<file path="src/fssp_pkg.sv">
// Constants for the host-side controller of a parallel NOR flash
// Assumes a 16-bit data bus and 21-bit word address on the flash side
// Notes on behaviour
// - During suspend, read only outside suspended sector; host reads any address, and a read inside it returns status
// - Suspend and resume are single writes
// - User half written by four-cycle sequence
// - Lock sequence sends lock data bit zero
// - Exit identification after protection register reads
// - Query mode held until exit command
// - Reread poll bit when timeout seen
// - Resample toggle bit when timeout seen
// - Identification exit uses data F0
package fssp_pkg;
  localparam int CLK_MHZ          = 200;
  localparam int SUSPEND_US       = 10;
  localparam int SUSPEND_CYC      = SUSPEND_US * CLK_MHZ;
  localparam int POWERON_MS       = 10;
  localparam int POWERON_CYC      = POWERON_MS * 1000 * CLK_MHZ;
  localparam int WE_PULSE_NS      = 40;
  localparam int WE_PULSE_CYC     = (WE_PULSE_NS * CLK_MHZ + 999) / 1000;
  localparam int RD_ACCESS_NS     = 80;
  localparam int RD_ACCESS_CYC    = (RD_ACCESS_NS * CLK_MHZ + 999) / 1000;
  localparam int CNT_W            = 24;
  localparam int AW               = 21;
  localparam int DW               = 16;

  localparam logic [11:0] ADR_UNLOCK1 = 12'h555;
  localparam logic [11:0] ADR_UNLOCK2 = 12'hAAA;
  localparam logic [11:0] ADR_QUERY   = 12'h055;
  localparam logic [11:0] ADR_LOCKST  = 12'h080;
  localparam logic [11:0] ADR_ANY     = 12'h000;
  localparam logic [7:0]  DAT_UNLOCK1 = 8'hAA;
  localparam logic [7:0]  DAT_UNLOCK2 = 8'h55;
  localparam logic [7:0]  DAT_PROTPGM = 8'hC0;
  localparam logic [7:0]  DAT_IDENTRY = 8'h90;
  localparam logic [7:0]  DAT_IDEXIT  = 8'hF0;
  localparam logic [7:0]  DAT_SUSPEND = 8'hB0;
  localparam logic [7:0]  DAT_RESUME  = 8'h30;
  localparam logic [7:0]  DAT_QUERY   = 8'h98;
  localparam logic [7:0]  DAT_LOCK    = 8'h00;
  localparam int LOCK_BIT     = 1;
  localparam int POLL_BIT     = 7;
  localparam int TOGGLE_BIT   = 6;
  localparam int TIMEOUT_BIT  = 5;
  localparam int SUPPLY_BIT   = 3;

  typedef enum logic [3:0] {
    OP_READ, OP_SUSPEND, OP_RESUME, OP_PROT_PGM, OP_PROT_LOCK,
    OP_ID_ENTRY, OP_ID_EXIT, OP_QUERY, OP_LOCK_STATUS, OP_STATUS
  } fssp_op_e;
endpackage : fssp_pkg

</file>
<file path="src/fssp_seq_rom.sv">
// Command sequence table: per operation and step gives address, data, last flag
// Assumes step indices below four; registered output one cycle after request
`timescale 1ns/100ps
module fssp_seq_rom (
  input  wire logic            clk_sys,
  input  wire logic [3:0]      op,
  input  wire logic [1:0]      step,
  input  wire logic [20:0]     user_addr,
  input  wire logic [15:0]     user_data,
  output logic      [20:0]     rom_addr,
  output logic      [15:0]     rom_data,
  output logic                 rom_last
);
  function automatic logic [11:0] unlock_adr(input logic [1:0] s);
    unlock_adr = s[0] ? fssp_pkg::ADR_UNLOCK2 : fssp_pkg::ADR_UNLOCK1;
  endfunction : unlock_adr

  function automatic logic [7:0] unlock_dat(input logic [1:0] s);
    unlock_dat = s[0] ? fssp_pkg::DAT_UNLOCK2 : fssp_pkg::DAT_UNLOCK1;
  endfunction : unlock_dat

  logic [20:0] a;
  logic [15:0] d;
  logic        l;

  always_comb begin
    a = {9'h000, unlock_adr(step)};
    d = {8'h00, unlock_dat(step)};
    l = 1'b0;
    case (fssp_pkg::fssp_op_e'(op))
      fssp_pkg::OP_SUSPEND: begin
        a = {9'h000, fssp_pkg::ADR_ANY};
        d = {8'h00, fssp_pkg::DAT_SUSPEND};
        l = 1'b1;
      end
      fssp_pkg::OP_RESUME: begin
        a = {9'h000, fssp_pkg::ADR_ANY};
        d = {8'h00, fssp_pkg::DAT_RESUME};
        l = 1'b1;
      end
      fssp_pkg::OP_ID_EXIT: begin
        a = {9'h000, fssp_pkg::ADR_ANY};
        d = {8'h00, fssp_pkg::DAT_IDEXIT};
        l = 1'b1;
      end
      fssp_pkg::OP_QUERY: begin
        a = {9'h000, fssp_pkg::ADR_QUERY};
        d = {8'h00, fssp_pkg::DAT_QUERY};
        l = 1'b1;
      end
      fssp_pkg::OP_ID_ENTRY: begin
        if (step == 2'd2) begin
          a = {9'h000, fssp_pkg::ADR_UNLOCK1};
          d = {8'h00, fssp_pkg::DAT_IDENTRY};
          l = 1'b1;
        end
      end
      fssp_pkg::OP_PROT_PGM: begin
        if (step == 2'd2) begin
          a = {9'h000, fssp_pkg::ADR_UNLOCK1};
          d = {8'h00, fssp_pkg::DAT_PROTPGM};
        end else if (step == 2'd3) begin
          a = user_addr;
          d = user_data;
          l = 1'b1;
        end
      end
      fssp_pkg::OP_PROT_LOCK: begin
        if (step == 2'd2) begin
          a = {9'h000, fssp_pkg::ADR_UNLOCK1};
          d = {8'h00, fssp_pkg::DAT_PROTPGM};
        end else if (step == 2'd3) begin
          a = {9'h000, fssp_pkg::ADR_LOCKST};
          d = {8'h00, fssp_pkg::DAT_LOCK};
          l = 1'b1;
        end
      end
      default: begin
        l = 1'b1;
      end
    endcase
  end

  always_ff @(posedge clk_sys) begin
    rom_addr <= a;
    rom_data <= d;
    rom_last <= l;
  end
endmodule : fssp_seq_rom

</file>
<file path="src/fssp_host.sv">
// Host controller driving the flash pins; takes one operation at a time
// Assumes flash pins are synchronous to clk_sys; ready_busy_n is the wired line
`timescale 1ns/100ps
module fssp_host #(
  parameter int POWERON_CYC = fssp_pkg::POWERON_CYC
) (
  input  wire logic            clk_sys,
  input  wire logic            rst,
  input  wire logic            cmd_valid,
  input  wire logic [3:0]      cmd_op,
  input  wire logic [20:0]     cmd_addr,
  input  wire logic [15:0]     cmd_wdata,
  output logic                 cmd_ready,
  output logic                 rsp_valid,
  output logic      [15:0]     rsp_rdata,
  output logic                 rsp_locked,
  output logic                 rsp_error,
  output logic                 in_id_mode,
  output logic                 in_query_mode,
  output logic                 prog_suspended,
  output logic                 flash_busy,
  output logic      [20:0]     flash_addr,
  output logic      [15:0]     flash_dq_o,
  output logic                 flash_dq_oe,
  input  wire logic [15:0]     flash_dq_i,
  output logic                 flash_ce_n,
  output logic                 flash_oe_n,
  output logic                 flash_we_n,
  input  wire logic            ready_busy_n
);
  typedef enum logic [2:0] {
    ST_POWERUP, ST_IDLE, ST_FETCH, ST_WSETUP, ST_WPULSE, ST_RD, ST_WAIT, ST_CHECK
  } fssp_state_e;

  typedef struct packed {
    fssp_state_e state;
    logic [3:0]  op;
    logic [1:0]  step;
    logic [20:0] uaddr;
    logic [15:0] udata;
    logic [31:0] cnt;
    logic        rsp_valid;
    logic [15:0] rdata;
    logic        locked;
    logic        err;
    logic        id_mode;
    logic        query_mode;
    logic        susp;
    logic [20:0] addr;
    logic [15:0] dq;
    logic        dq_oe;
    logic        ce_n;
    logic        oe_n;
    logic        we_n;
    logic        reread;
  } fssp_st_s;

  fssp_st_s    st_ff;
  fssp_st_s    nxt_st;
  logic [20:0] rom_addr;
  logic [15:0] rom_data;
  logic        rom_last;

  fssp_seq_rom fssp_seq_rom_i (
    .clk_sys   (clk_sys),
    .op        (st_ff.op),
    .step      (st_ff.step),
    .user_addr (st_ff.uaddr),
    .user_data (st_ff.udata),
    .rom_addr  (rom_addr),
    .rom_data  (rom_data),
    .rom_last  (rom_last)
  );

  function automatic logic is_read_op(input logic [3:0] op);
    is_read_op = (op == 4'(fssp_pkg::OP_READ)) || (op == 4'(fssp_pkg::OP_LOCK_STATUS))
              || (op == 4'(fssp_pkg::OP_STATUS));
  endfunction : is_read_op

  ////////////////////////////////////////////////////////////////////////////
  always_comb begin
    nxt_st           = st_ff;
    nxt_st.rsp_valid = 1'b0;
    case (st_ff.state)
      ST_POWERUP: begin
        nxt_st.cnt = st_ff.cnt + 32'h1;
        if (st_ff.cnt >= 32'(POWERON_CYC - 1)) begin
          nxt_st.state = ST_IDLE;
          nxt_st.cnt   = 32'h0;
        end
      end
      ST_IDLE: begin
        if (cmd_valid) begin
          nxt_st.op     = cmd_op;
          nxt_st.uaddr  = cmd_addr;
          nxt_st.udata  = cmd_wdata;
          nxt_st.step   = 2'd0;
          nxt_st.err    = 1'b0;
          nxt_st.reread = 1'b0;
          nxt_st.cnt    = 32'h0;
          if (is_read_op(cmd_op)) begin
            nxt_st.addr = (cmd_op == 4'(fssp_pkg::OP_LOCK_STATUS))
                          ? {9'h000, fssp_pkg::ADR_LOCKST} : cmd_addr;
            nxt_st.ce_n  = 1'b0;
            nxt_st.oe_n  = 1'b0;
            nxt_st.dq_oe = 1'b0;
            nxt_st.state = ST_RD;
          end else begin
            nxt_st.state = ST_FETCH;
          end
        end
      end
      ST_FETCH: begin
        nxt_st.state = ST_WSETUP;
      end
      ST_WSETUP: begin
        nxt_st.addr  = rom_addr;
        nxt_st.dq    = rom_data;
        nxt_st.dq_oe = 1'b1;
        nxt_st.oe_n  = 1'b1;
        nxt_st.ce_n  = 1'b0;
        nxt_st.we_n  = 1'b0;
        nxt_st.cnt   = 32'h0;
        nxt_st.state = ST_WPULSE;
      end
      ST_WPULSE: begin
        nxt_st.cnt = st_ff.cnt + 32'h1;
        if (st_ff.cnt >= 32'(fssp_pkg::WE_PULSE_CYC - 1)) begin
          nxt_st.we_n = 1'b1;
          nxt_st.ce_n = 1'b1;
          nxt_st.cnt  = 32'h0;
          if (rom_last) begin
            nxt_st.dq_oe = 1'b0;
            case (fssp_pkg::fssp_op_e'(st_ff.op))
              fssp_pkg::OP_SUSPEND: begin
                nxt_st.susp  = 1'b1;
                nxt_st.state = ST_WAIT;
              end
              fssp_pkg::OP_RESUME: begin
                nxt_st.susp      = 1'b0;
                nxt_st.rsp_valid = 1'b1;
                nxt_st.state     = ST_IDLE;
              end
              fssp_pkg::OP_ID_ENTRY: begin
                nxt_st.id_mode   = 1'b1;
                nxt_st.rsp_valid = 1'b1;
                nxt_st.state     = ST_IDLE;
              end
              fssp_pkg::OP_ID_EXIT: begin
                nxt_st.id_mode    = 1'b0;
                nxt_st.query_mode = 1'b0;
                nxt_st.rsp_valid  = 1'b1;
                nxt_st.state      = ST_IDLE;
              end
              fssp_pkg::OP_QUERY: begin
                nxt_st.query_mode = 1'b1;
                nxt_st.rsp_valid  = 1'b1;
                nxt_st.state      = ST_IDLE;
              end
              fssp_pkg::OP_PROT_PGM, fssp_pkg::OP_PROT_LOCK: begin
                nxt_st.state = ST_WAIT;
              end
              default: begin
                nxt_st.rsp_valid = 1'b1;
                nxt_st.state     = ST_IDLE;
              end
            endcase
          end else begin
            nxt_st.step  = st_ff.step + 2'd1;
            nxt_st.state = ST_FETCH;
          end
        end
      end
      ST_WAIT: begin
        nxt_st.cnt = st_ff.cnt + 32'h1;
        if (st_ff.op == 4'(fssp_pkg::OP_SUSPEND)) begin
          if (st_ff.cnt >= 32'(fssp_pkg::SUSPEND_CYC - 1)) begin
            nxt_st.rsp_valid = 1'b1;
            nxt_st.state     = ST_IDLE;
          end
        end else if (st_ff.cnt >= 32'h2 && ready_busy_n) begin
          nxt_st.addr  = st_ff.uaddr;
          nxt_st.ce_n  = 1'b0;
          nxt_st.oe_n  = 1'b0;
          nxt_st.cnt   = 32'h0;
          nxt_st.state = ST_RD;
        end
      end
      ST_RD: begin
        nxt_st.cnt = st_ff.cnt + 32'h1;
        if (st_ff.cnt >= 32'(fssp_pkg::RD_ACCESS_CYC - 1)) begin
          nxt_st.ce_n  = 1'b1;
          nxt_st.oe_n  = 1'b1;
          nxt_st.rdata = flash_dq_i;
          nxt_st.cnt   = 32'h0;
          nxt_st.state = ST_CHECK;
        end
      end
      ST_CHECK: begin
        nxt_st.state     = ST_IDLE;
        nxt_st.rsp_valid = 1'b1;
        if (st_ff.op == 4'(fssp_pkg::OP_LOCK_STATUS)) begin
          nxt_st.locked = ~st_ff.rdata[fssp_pkg::LOCK_BIT];
        end else if (!is_read_op(st_ff.op)) begin
          nxt_st.err = st_ff.rdata[fssp_pkg::TIMEOUT_BIT] | st_ff.rdata[fssp_pkg::SUPPLY_BIT];
          if (st_ff.rdata[fssp_pkg::TIMEOUT_BIT] && !st_ff.reread) begin
            nxt_st.reread    = 1'b1;
            nxt_st.rsp_valid = 1'b0;
            nxt_st.ce_n      = 1'b0;
            nxt_st.oe_n      = 1'b0;
            nxt_st.state     = ST_RD;
          end
        end
      end
      default: begin
        nxt_st.state = ST_IDLE;
      end
    endcase
  end

  always_ff @(posedge clk_sys) begin
    if (rst) begin
      st_ff       <= '0;
      st_ff.state <= ST_POWERUP;
      st_ff.ce_n  <= 1'b1;
      st_ff.oe_n  <= 1'b1;
      st_ff.we_n  <= 1'b1;
    end else begin
      st_ff <= nxt_st;
    end
  end

  ////////////////////////////////////////////////////////////////////////////
  assign cmd_ready      = (st_ff.state == ST_IDLE);
  assign rsp_valid      = st_ff.rsp_valid;
  assign rsp_rdata      = st_ff.rdata;
  assign rsp_locked     = st_ff.locked;
  assign rsp_error      = st_ff.err;
  assign in_id_mode     = st_ff.id_mode;
  assign in_query_mode  = st_ff.query_mode;
  assign prog_suspended = st_ff.susp;
  assign flash_busy     = st_ff.state == ST_WAIT;
  assign flash_addr     = st_ff.addr;
  assign flash_dq_o     = st_ff.dq;
  assign flash_dq_oe    = st_ff.dq_oe;
  assign flash_ce_n     = st_ff.ce_n;
  assign flash_oe_n     = st_ff.oe_n;
  assign flash_we_n     = st_ff.we_n;
endmodule : fssp_host

</file>
<file path="config.mk">
export PLATFORM = sky130hd
export DESIGN_NAME = fssp_host
export DESIGN_NICKNAME = d
export VERILOG_FILES = /design/src/fssp_pkg.sv /design/src/fssp_seq_rom.sv /design/src/fssp_host.sv
export SDC_FILE = /design/constraint.sdc
export NUM_CORES = 1
export LEC_CHECK = 0
export ABC_CLOCK_PERIOD_IN_PS = 1990
export CAP_MARGIN = 20
export CORE_ASPECT_RATIO = 1.75
export CORE_UTILIZATION = 55
export DETAILED_ROUTE_END_ITERATION = 8
export DONT_BUFFER_PORTS = 1
export PLACE_DENSITY_LB_ADDON = 0.05
export REMOVE_ABC_BUFFERS = 1
export SLEW_MARGIN = 20
export SYNTH_ARGS = -nofsm -noshare
export SYNTH_HDL_FRONTEND = slang
export SYNTH_SLANG_ARGS = --single-unit
</file>
<file path="constraint.sdc">
create_clock -name clk_sys -period 1.99 [get_ports clk_sys]
set_clock_uncertainty 0.05 [all_clocks]
set_input_delay 0.0995 -clock clk_sys [delete_from_list [all_inputs] [get_ports clk_sys]]
set_output_delay 0.0995 -clock clk_sys [all_outputs]
set_load 0.02 [all_outputs]
</file>
; Word level (Yosys, flattened, before mapping)
; Cells that the tools add are included.
[word_totals]
ff_bits = 180
in_bits = 61
elab_cells = 187
out_inout_bits = 65
[op_classes]
reduce_logical = 40
addsub = 2
n_lt_le_gt_ge = 5
bitwise = 2
n_mux = 81
eq_ne = 34
[op_table]
columns = operator, count
row1 = one-hot mux 32 bit (6 select lines), 1
row2 = two-way mux 21 bit, 8
row3 = two-way mux 32 bit, 4
row4 = one-hot mux 16 bit (7 select lines), 1
row5 = one-hot mux 21 bit (5 select lines), 1
row6 = two-way mux 78 bit, 1
row7 = one-hot mux 21 bit (3 select lines), 1
row8 = two-way mux 16 bit, 3
row9 = two-way mux 3 bit, 14
row10 = two-way mux 12 bit, 3
row11 = two-way mux 33 bit, 1
row12 = "adder 32 x 1 -> 32 bit, second input constant", 1
row13 = ">= comparator 32 x 11 -> 1 bit, second input constant", 1
row14 = ">= comparator 32 x 2 -> 1 bit, second input constant", 1
row15 = ">= comparator 32 x 21 -> 1 bit, second input constant", 1
row16 = ">= comparator 32 x 3 -> 1 bit, second input constant", 1
row17 = ">= comparator 32 x 4 -> 1 bit, second input constant", 1
row18 = two-way mux 8 bit, 3
row19 = one-hot mux 3 bit (8 select lines), 1
row20 = AND reduction 4 bit, 5
row21 = two-way mux 1 bit, 18
row22 = two-way mux 2 bit, 9
row23 = "!= test 2 bit, second input constant", 9
row24 = "equality test 4 x 3 -> 1 bit, second input constant", 4
row25 = 34 further kinds, 71

; Depth between registers and ports, before layout
[logic_depth]
depth_word = 6
ltp_mapped = 10
ltp_nobuf = 8

; Modules after synthesis
; A second synthesis with hierarchy kept.
[unflattened]
hier_cells = 983
hier_area_um2 = 8293.0
[modules_own_cells]
columns = module, area_per_inst_um2, cells_each, instances, seq_area_each_um2
row1 = fssp_host, 6642.6, 799, 1, 2842.7
row2 = fssp_seq_rom, 1650.3, 184, 1, 760.7

; Worst setup path before layout
; Ideal clock, no wire load.
[synth_path]
path_type = register -> register
from = register st_ff[133] (netlist bit)
to = register fssp_seq_rom_i.rom_addr[0]
synth_period_minus_slack_ns = 2.059
required_time_ns = 1.825
setup_slack_ns = -0.069
t_arrival_ns = 1.895
path_buffers = 1
setup_time_ns = 0.115
path_stages_with_launch = 10
cell_sequence = dfxtp_1 -> clkbuf_1 -> inv_1 -> ha_1 -> nor2_1 -> a21oi_1 -> nor2_1 -> a211oi_1 -> a311o_1 -> o21a_1
[synth_between]
elab_chain_len = 4
word_cells_on_any_way = 9
cone_classes = eq/ne: 2 / mux: 7
[synth_rtl]
columns = element, line_no
row1 = start: declaration, fssp_host.sv:58  ; fssp_st_s st_ff;
row2 = start signal: assignment, fssp_host.sv:229  ; st_ff <= nxt_st;
row3 = equality test 2 bit / two-way mux 12 bit (equally long branches), "fssp_seq_rom.sv:62, fssp_seq_rom.sv:72, fssp_seq_rom.sv:15"
row4 = two-way mux 12 bit / two-way mux 21 bit (equally long branches), "fssp_seq_rom.sv:72, fssp_seq_rom.sv:62"
row5 = "two-way mux 21 bit, on equally long branches", "fssp_seq_rom.sv:69, fssp_seq_rom.sv:59"
row6 = one-hot mux 21 bit (5 select lines) *, fssp_seq_rom.sv:30  ; case (fssp_pkg::fssp_op_e'(op))
row7 = via fssp_seq_rom_i.a[0], fssp_seq_rom.sv:22  ; logic [20:0] a;
row8 = end signal: assignment, fssp_seq_rom.sv:85  ; rom_addr <= a;
row9 = end: declaration, fssp_seq_rom.sv:10  ; output logic [20:0] rom_addr,
; Mark *: on every way through the listed nets, which the timed path passes. The rest lies on a longest branch.
; A chain may end at the register's enable or synchronous reset.

; Worst setup path in the final report
[layout_path]
from = register st_ff[68] (netlist bit)
to = register st_ff, in the netlist flash_addr[10]
[layout_between]
elab_chain_len = 4
[layout_rtl]
columns = element, line_no
row1 = >= comparator 32 x 2 -> 1 bit, fssp_host.sv:181  ; end else if (st_ff.cnt >= 32'h2 && ready_busy_n) begin
row2 = logical AND 1 bit, fssp_host.sv:181
row3 = != test 2 x 1 -> 1 bit (no source line), n/a
row4 = AND reduction 5 bit (no source line), n/a
; Every way passes these cells.

==> flow_metrics.env <==
export IMPL_status="finished, violations left"
export IMPL_failed_checks="hold timing, setup timing"
export IMPL_cts_buffers=17
export IMPL_main_combinational_cell_family_by_area_after_synthesis="simple AND/OR/NAND/NOR gates"
export IMPL_synth_avg_cell_area_um2=8.36
export IMPL_antenna_found_initial=0
export IMPL_holdPathEnd="flash_addr[12]"
export IMPL_synth_compound_area_share_pct=17.1
export IMPL_met2RoutedLength_um=13400
export IMPL_clock_tree_from_tritoncts="yes"
export IMPL_power_net_switching_mw=3.21
export IMPL_tightestPinTransition_ns=0.756
export IMPL_detailed_place_hpwl_um=16000
export IMPL_holdBufCountCts=1
export IMPL_track_usage_pct=29.4
export IMPL_total_number_of_vias=7268
export IMPL_worstSetupEndpointType="flop"
export IMPL_rr_worst_depth=9
export IMPL_num_antenna_cells=0
export IMPL_drt_initial_drc_count=441
export IMPL_gp_routability_congestion=0.853
export IMPL_p_leak_nw=3.95
export IMPL_clock_power_share_pct=34.4
export IMPL_core_mm2=0.0144
export IMPL_post_layout_worst_setup_margin_ns=-0.124
export IMPL_numPortBuffers=0
export IMPL_placed_area_mm2=0.00886
export IMPL_top_layer_used="met4"
export IMPL_synth_fa_ha_area_share_pct=1.07
export IMPL_path_clk_slew_ns=0.08
export IMPL_fin_hold_ws_ns=-0.330
export IMPL_p_int_mw=6.80
export IMPL_whs_path_depth=1
export IMPL_met3_wire_length_um=1020
export IMPL_grt_overflow_total=0
export IMPL_detailedRoute_firstPassIterationCount=6
export IMPL_post_place_cells=1175
export IMPL_hp_class="in2reg"
export IMPL_layout_min_cycle_time_ns=2.11
export IMPL_yosysTopAreaCellShare_pct=44.0
export IMPL_p_sw_share_pct=32.0
export IMPL_startpoint_type="flop"
export IMPL_finalSetupTns_ns=-3.43
export IMPL_cts_num_sinks=180
export IMPL_filler_cell_count=1147
export IMPL_dpl_worst_slack_ns=-0.229
export IMPL_area_growth_syn_to_layout_pct=27.4
export IMPL_hold_crit_start="rst"
export IMPL_die_y_um=163
export IMPL_synth_edf_count=0
export IMPL_post_synth_xor_area_fraction_pct=3.21
export IMPL_worst_skew_pair_late_latency_ns=0.43
export IMPL_start_util_pct=56.7
export IMPL_die_w_um=94.3
export IMPL_regToRegStartpoint="st_ff[68]"
export IMPL_synth_cell_type_count=67
export IMPL_global_route_wire_length_before_repair_um=35200
export IMPL_detail_route_wirelength_met1_um=7950
export IMPL_post_dr_wirelength_cell_um=19.1
export IMPL_yosys_area_top_type="sky130_fd_sc_hd__dfxtp_1"
export IMPL_seq_power_share_pct=41.8
export IMPL_number_of_synthesized_register_bits=180
export IMPL_worstReg2RegEnd="flash_addr[10]"
export IMPL_syn_cell_area_mm2=0.00819
export IMPL_fmax_mhz=473
export IMPL_drt_antenna_violating_nets=0
export IMPL_wirelength_um=23400
export IMPL_layout_cells_non_filler=1227
export IMPL_synth_main_ff_cell="sky130_fd_sc_hd__dfxtp_1"
export IMPL_setup_worst_path_class="reg2reg"
export IMPL_drc=0
export IMPL_synth_warnings=0
export IMPL_cells_after_synthesis=980
export IMPL_die_area_mm2=0.0154
export IMPL_io_pins=126
export IMPL_num_rows=58
export IMPL_timing_final_setup_violations=57
export IMPL_post_synth_and_or_nand_nor_area_fraction_pct=23.4
export IMPL_grt_setup_unrepaired="true"
export IMPL_cell_area_power_density_mw_per_mm2=959
export IMPL_power_frac_comb_pct=23.8
export IMPL_critical_path_arrival_ns=2.40
export IMPL_maxCapViolCount=0
export IMPL_post_drt_via_cell_ratio=5.92
export IMPL_timing_reg2reg_setup_slack_ns=-0.12
export IMPL_layout_nets=1102
export IMPL_hold_viol=107
export IMPL_peakVddDrop_mv=0.649
export IMPL_netlist_top_cells_area="sky130_fd_sc_hd__dfxtp_1 (44%), sky130_fd_sc_hd__nand2_1 (7.0%), sky130_fd_sc_hd__a21oi_1 (5.7%)"
export IMPL_synth_async_sr_flop_share_pct=0
export IMPL_root_buffer="sky130_fd_sc_hd__clkbuf_16"
export IMPL_layout_drive_gt1_share_pct=30.1
export IMPL_worst_path_max_fanout=5
export IMPL_timing_max_transition_violations_final=0
export IMPL_cts_path_max_buffers=2
export IMPL_critPathRequiredTime_ns=2.27
export IMPL_finish_utilization_pct=72.3
export IMPL_synth_area_mux_share_pct=2.21
export IMPL_pin_count_of_the_biggest_net_entering_global_routing=112
export IMPL_vias_in_the_first_global_route=7189
export IMPL_cts_max_level=4
export IMPL_timing_slew_headroom_pct=48.9
export IMPL_fin_crit_sh_pct=106
export IMPL_seq_area_frac_synth_pct=44.0
export IMPL_final_cell_area_excluding_filler_cells_mm2=0.0104
==> critical path, stage by stage (launching register included) <==
cell and delay, ns:
sky130_fd_sc_hd__dfxtp_2 0.35, sky130_fd_sc_hd__nor4_4 0.30, sky130_fd_sc_hd__nand2_2 0.11, sky130_fd_sc_hd__buf_6 0.14, sky130_fd_sc_hd__nor4_4 0.30, sky130_fd_sc_hd__buf_4 0.19
sky130_fd_sc_hd__nor4bb_4 0.06, sky130_fd_sc_hd__buf_12 0.14, sky130_fd_sc_hd__buf_6 0.13, sky130_fd_sc_hd__a211oi_2 0.25
==> cell usage after synthesis (6+ instances only) <==
| library cell | instances |
|---|---|
| sky130_fd_sc_hd__nand4_1 | 15 |
| sky130_fd_sc_hd__o21a_1 | 8 |
| sky130_fd_sc_hd__xnor2_1 | 16 |
| sky130_fd_sc_hd__nand2_1 | 152 |
| sky130_fd_sc_hd__and4_1 | 6 |
| sky130_fd_sc_hd__and2_1 | 23 |
| sky130_fd_sc_hd__nor2b_1 | 10 |
| sky130_fd_sc_hd__a31oi_1 | 6 |
| sky130_fd_sc_hd__a21oi_1 | 93 |
| sky130_fd_sc_hd__buf_4 | 55 |
| sky130_fd_sc_hd__inv_1 | 13 |
| sky130_fd_sc_hd__buf_2 | 12 |
| sky130_fd_sc_hd__a211oi_1 | 26 |
| sky130_fd_sc_hd__nand2b_1 | 8 |
| sky130_fd_sc_hd__and3_1 | 8 |
| sky130_fd_sc_hd__nand3_1 | 17 |
| sky130_fd_sc_hd__xor2_1 | 14 |
| sky130_fd_sc_hd__mux2i_1 | 17 |
| sky130_fd_sc_hd__ha_1 | 7 |
| sky130_fd_sc_hd__o21ai_0 | 17 |
| sky130_fd_sc_hd__dfxtp_1 | 180 |
| sky130_fd_sc_hd__nor3_1 | 24 |
| sky130_fd_sc_hd__clkbuf_1 | 48 |
| sky130_fd_sc_hd__a222oi_1 | 20 |
| sky130_fd_sc_hd__nor2_1 | 110 |
| sky130_fd_sc_hd__nor4_1 | 6 |
==> worst max path at each step <==
stage	start	endpoint	cells after the start
final	st_ff[68]	flash_addr[10]	9
after global routing	st_ff[64]	flash_addr[10]	10
after CTS	st_ff[64]	st_ff[75]	10
after detailed placement	st_ff[68]	st_ff[141]	8
after global placement	st_ff[68]	st_ff[141]	8
after floorplan	st_ff[141]	flash_addr[0]	4
==> power by group through the flow <==
stage                     clock [mW]  combinational [mW]  sequential (mW)
after global placement             0                1.86             4.23
after detailed placement           0                1.89             4.23
after global routing            3.62                2.55             4.22
final                           3.44                2.38             4.18
after floorplan                    0               0.956             4.25
after CTS                       3.48                2.14             4.17
==> cells by family after synthesis <==
kind of cell,Yosys count
flops,180
compound gates,210
fa+ha+maj,7
xor+xnor,30
buf+inv,133
mux,18
simple gates,402
==> state kept, by name, indices dropped and copies added (netlist names) <==
| name | cells |
|---|---|
| flash_addr | 21 |
| flash_ce_n | 1 |
| flash_dq_o | 16 |
| flash_dq_oe | 1 |
| flash_oe_n | 1 |
| flash_we_n | 1 |
| fssp_seq_rom_i.rom_addr | 21 |
| fssp_seq_rom_i.rom_data | 16 |
| fssp_seq_rom_i.rom_last | 1 |
| in_id_mode | 1 |
| in_query_mode | 1 |
| prog_suspended | 1 |
| rsp_error | 1 |
| rsp_locked | 1 |
| rsp_rdata | 16 |
| rsp_valid | 1 |
| st_ff | 79 |
==> repair_timing <==
item / CTS / global route
setup endpoints to repair: 73 / 83
gates resized for setup: 76 / 90
hold endpoints to repair: 115 / 109
setup buffers: 10 / 8
cloned: 2 / 4
pin swaps: 17 / 29
==> metrics by stage <==
stage	power, mW	hold slack (ns)
6_report	10.0	-0.330
5_1_grt	10.4	-0.342
4_1_cts	9.79	-0.328
3_5_place_dp	6.12	0.128
3_3_place_gp	6.08	0.127
2_1_floorplan	5.20	0.119
==> routing by layer <==
layer | up-vias | global-route usage (%)
met5 | - | 0
met4 | 0 | 14.5
met3 | 67 | 5.77
met2 | 209 | 57.7
met1 | 3517 | 27.8
li1 | 3475 | -
==> cell usage in the layout (no fill, tap or decap), types with 11 or more instances in the layout <==
cell type                   netlist  routed
sky130_fd_sc_hd__o21ai_0         17      17
sky130_fd_sc_hd__dfxtp_2          0      14
sky130_fd_sc_hd__dfxtp_1        180     163
sky130_fd_sc_hd__nand3_1         17      12
sky130_fd_sc_hd__and2_1          23      22
sky130_fd_sc_hd__buf_12           0      11
sky130_fd_sc_hd__nor2_1         110      83
sky130_fd_sc_hd__a21oi_1         93      86
sky130_fd_sc_hd__mux2i_1         17      16
sky130_fd_sc_hd__xor2_1          14      13
sky130_fd_sc_hd__buf_6            3      16
sky130_fd_sc_hd__clkbuf_16        0      19
sky130_fd_sc_hd__nor3_1          24      14
sky130_fd_sc_hd__inv_1           13      12
sky130_fd_sc_hd__nand4_1         15      15
sky130_fd_sc_hd__a211oi_2         1      19
sky130_fd_sc_hd__nor2_2           0      11
sky130_fd_sc_hd__a222oi_1        20      20
sky130_fd_sc_hd__buf_4           55     124
sky130_fd_sc_hd__xnor2_1         16      13
sky130_fd_sc_hd__nand2_1        152     150
sky130_fd_sc_hd__nor2_4           0      16
==> cell type report <==
cell class / instances / area, um2 / share of cell area (%)
clock buffer: 17 / 425 / 4.08
clock inverter: 15 / 189 / 1.81
inverter: 13 / 48.8 / 0.468
multi-input combinational: 667 / 4500 / 43.1
sequential: 180 / 3630 / 34.8
tap: 180 / 225 / 2.16
timing repair buffer: 155 / 1420 / 13.6
Power figures use the tool's default switching activity.
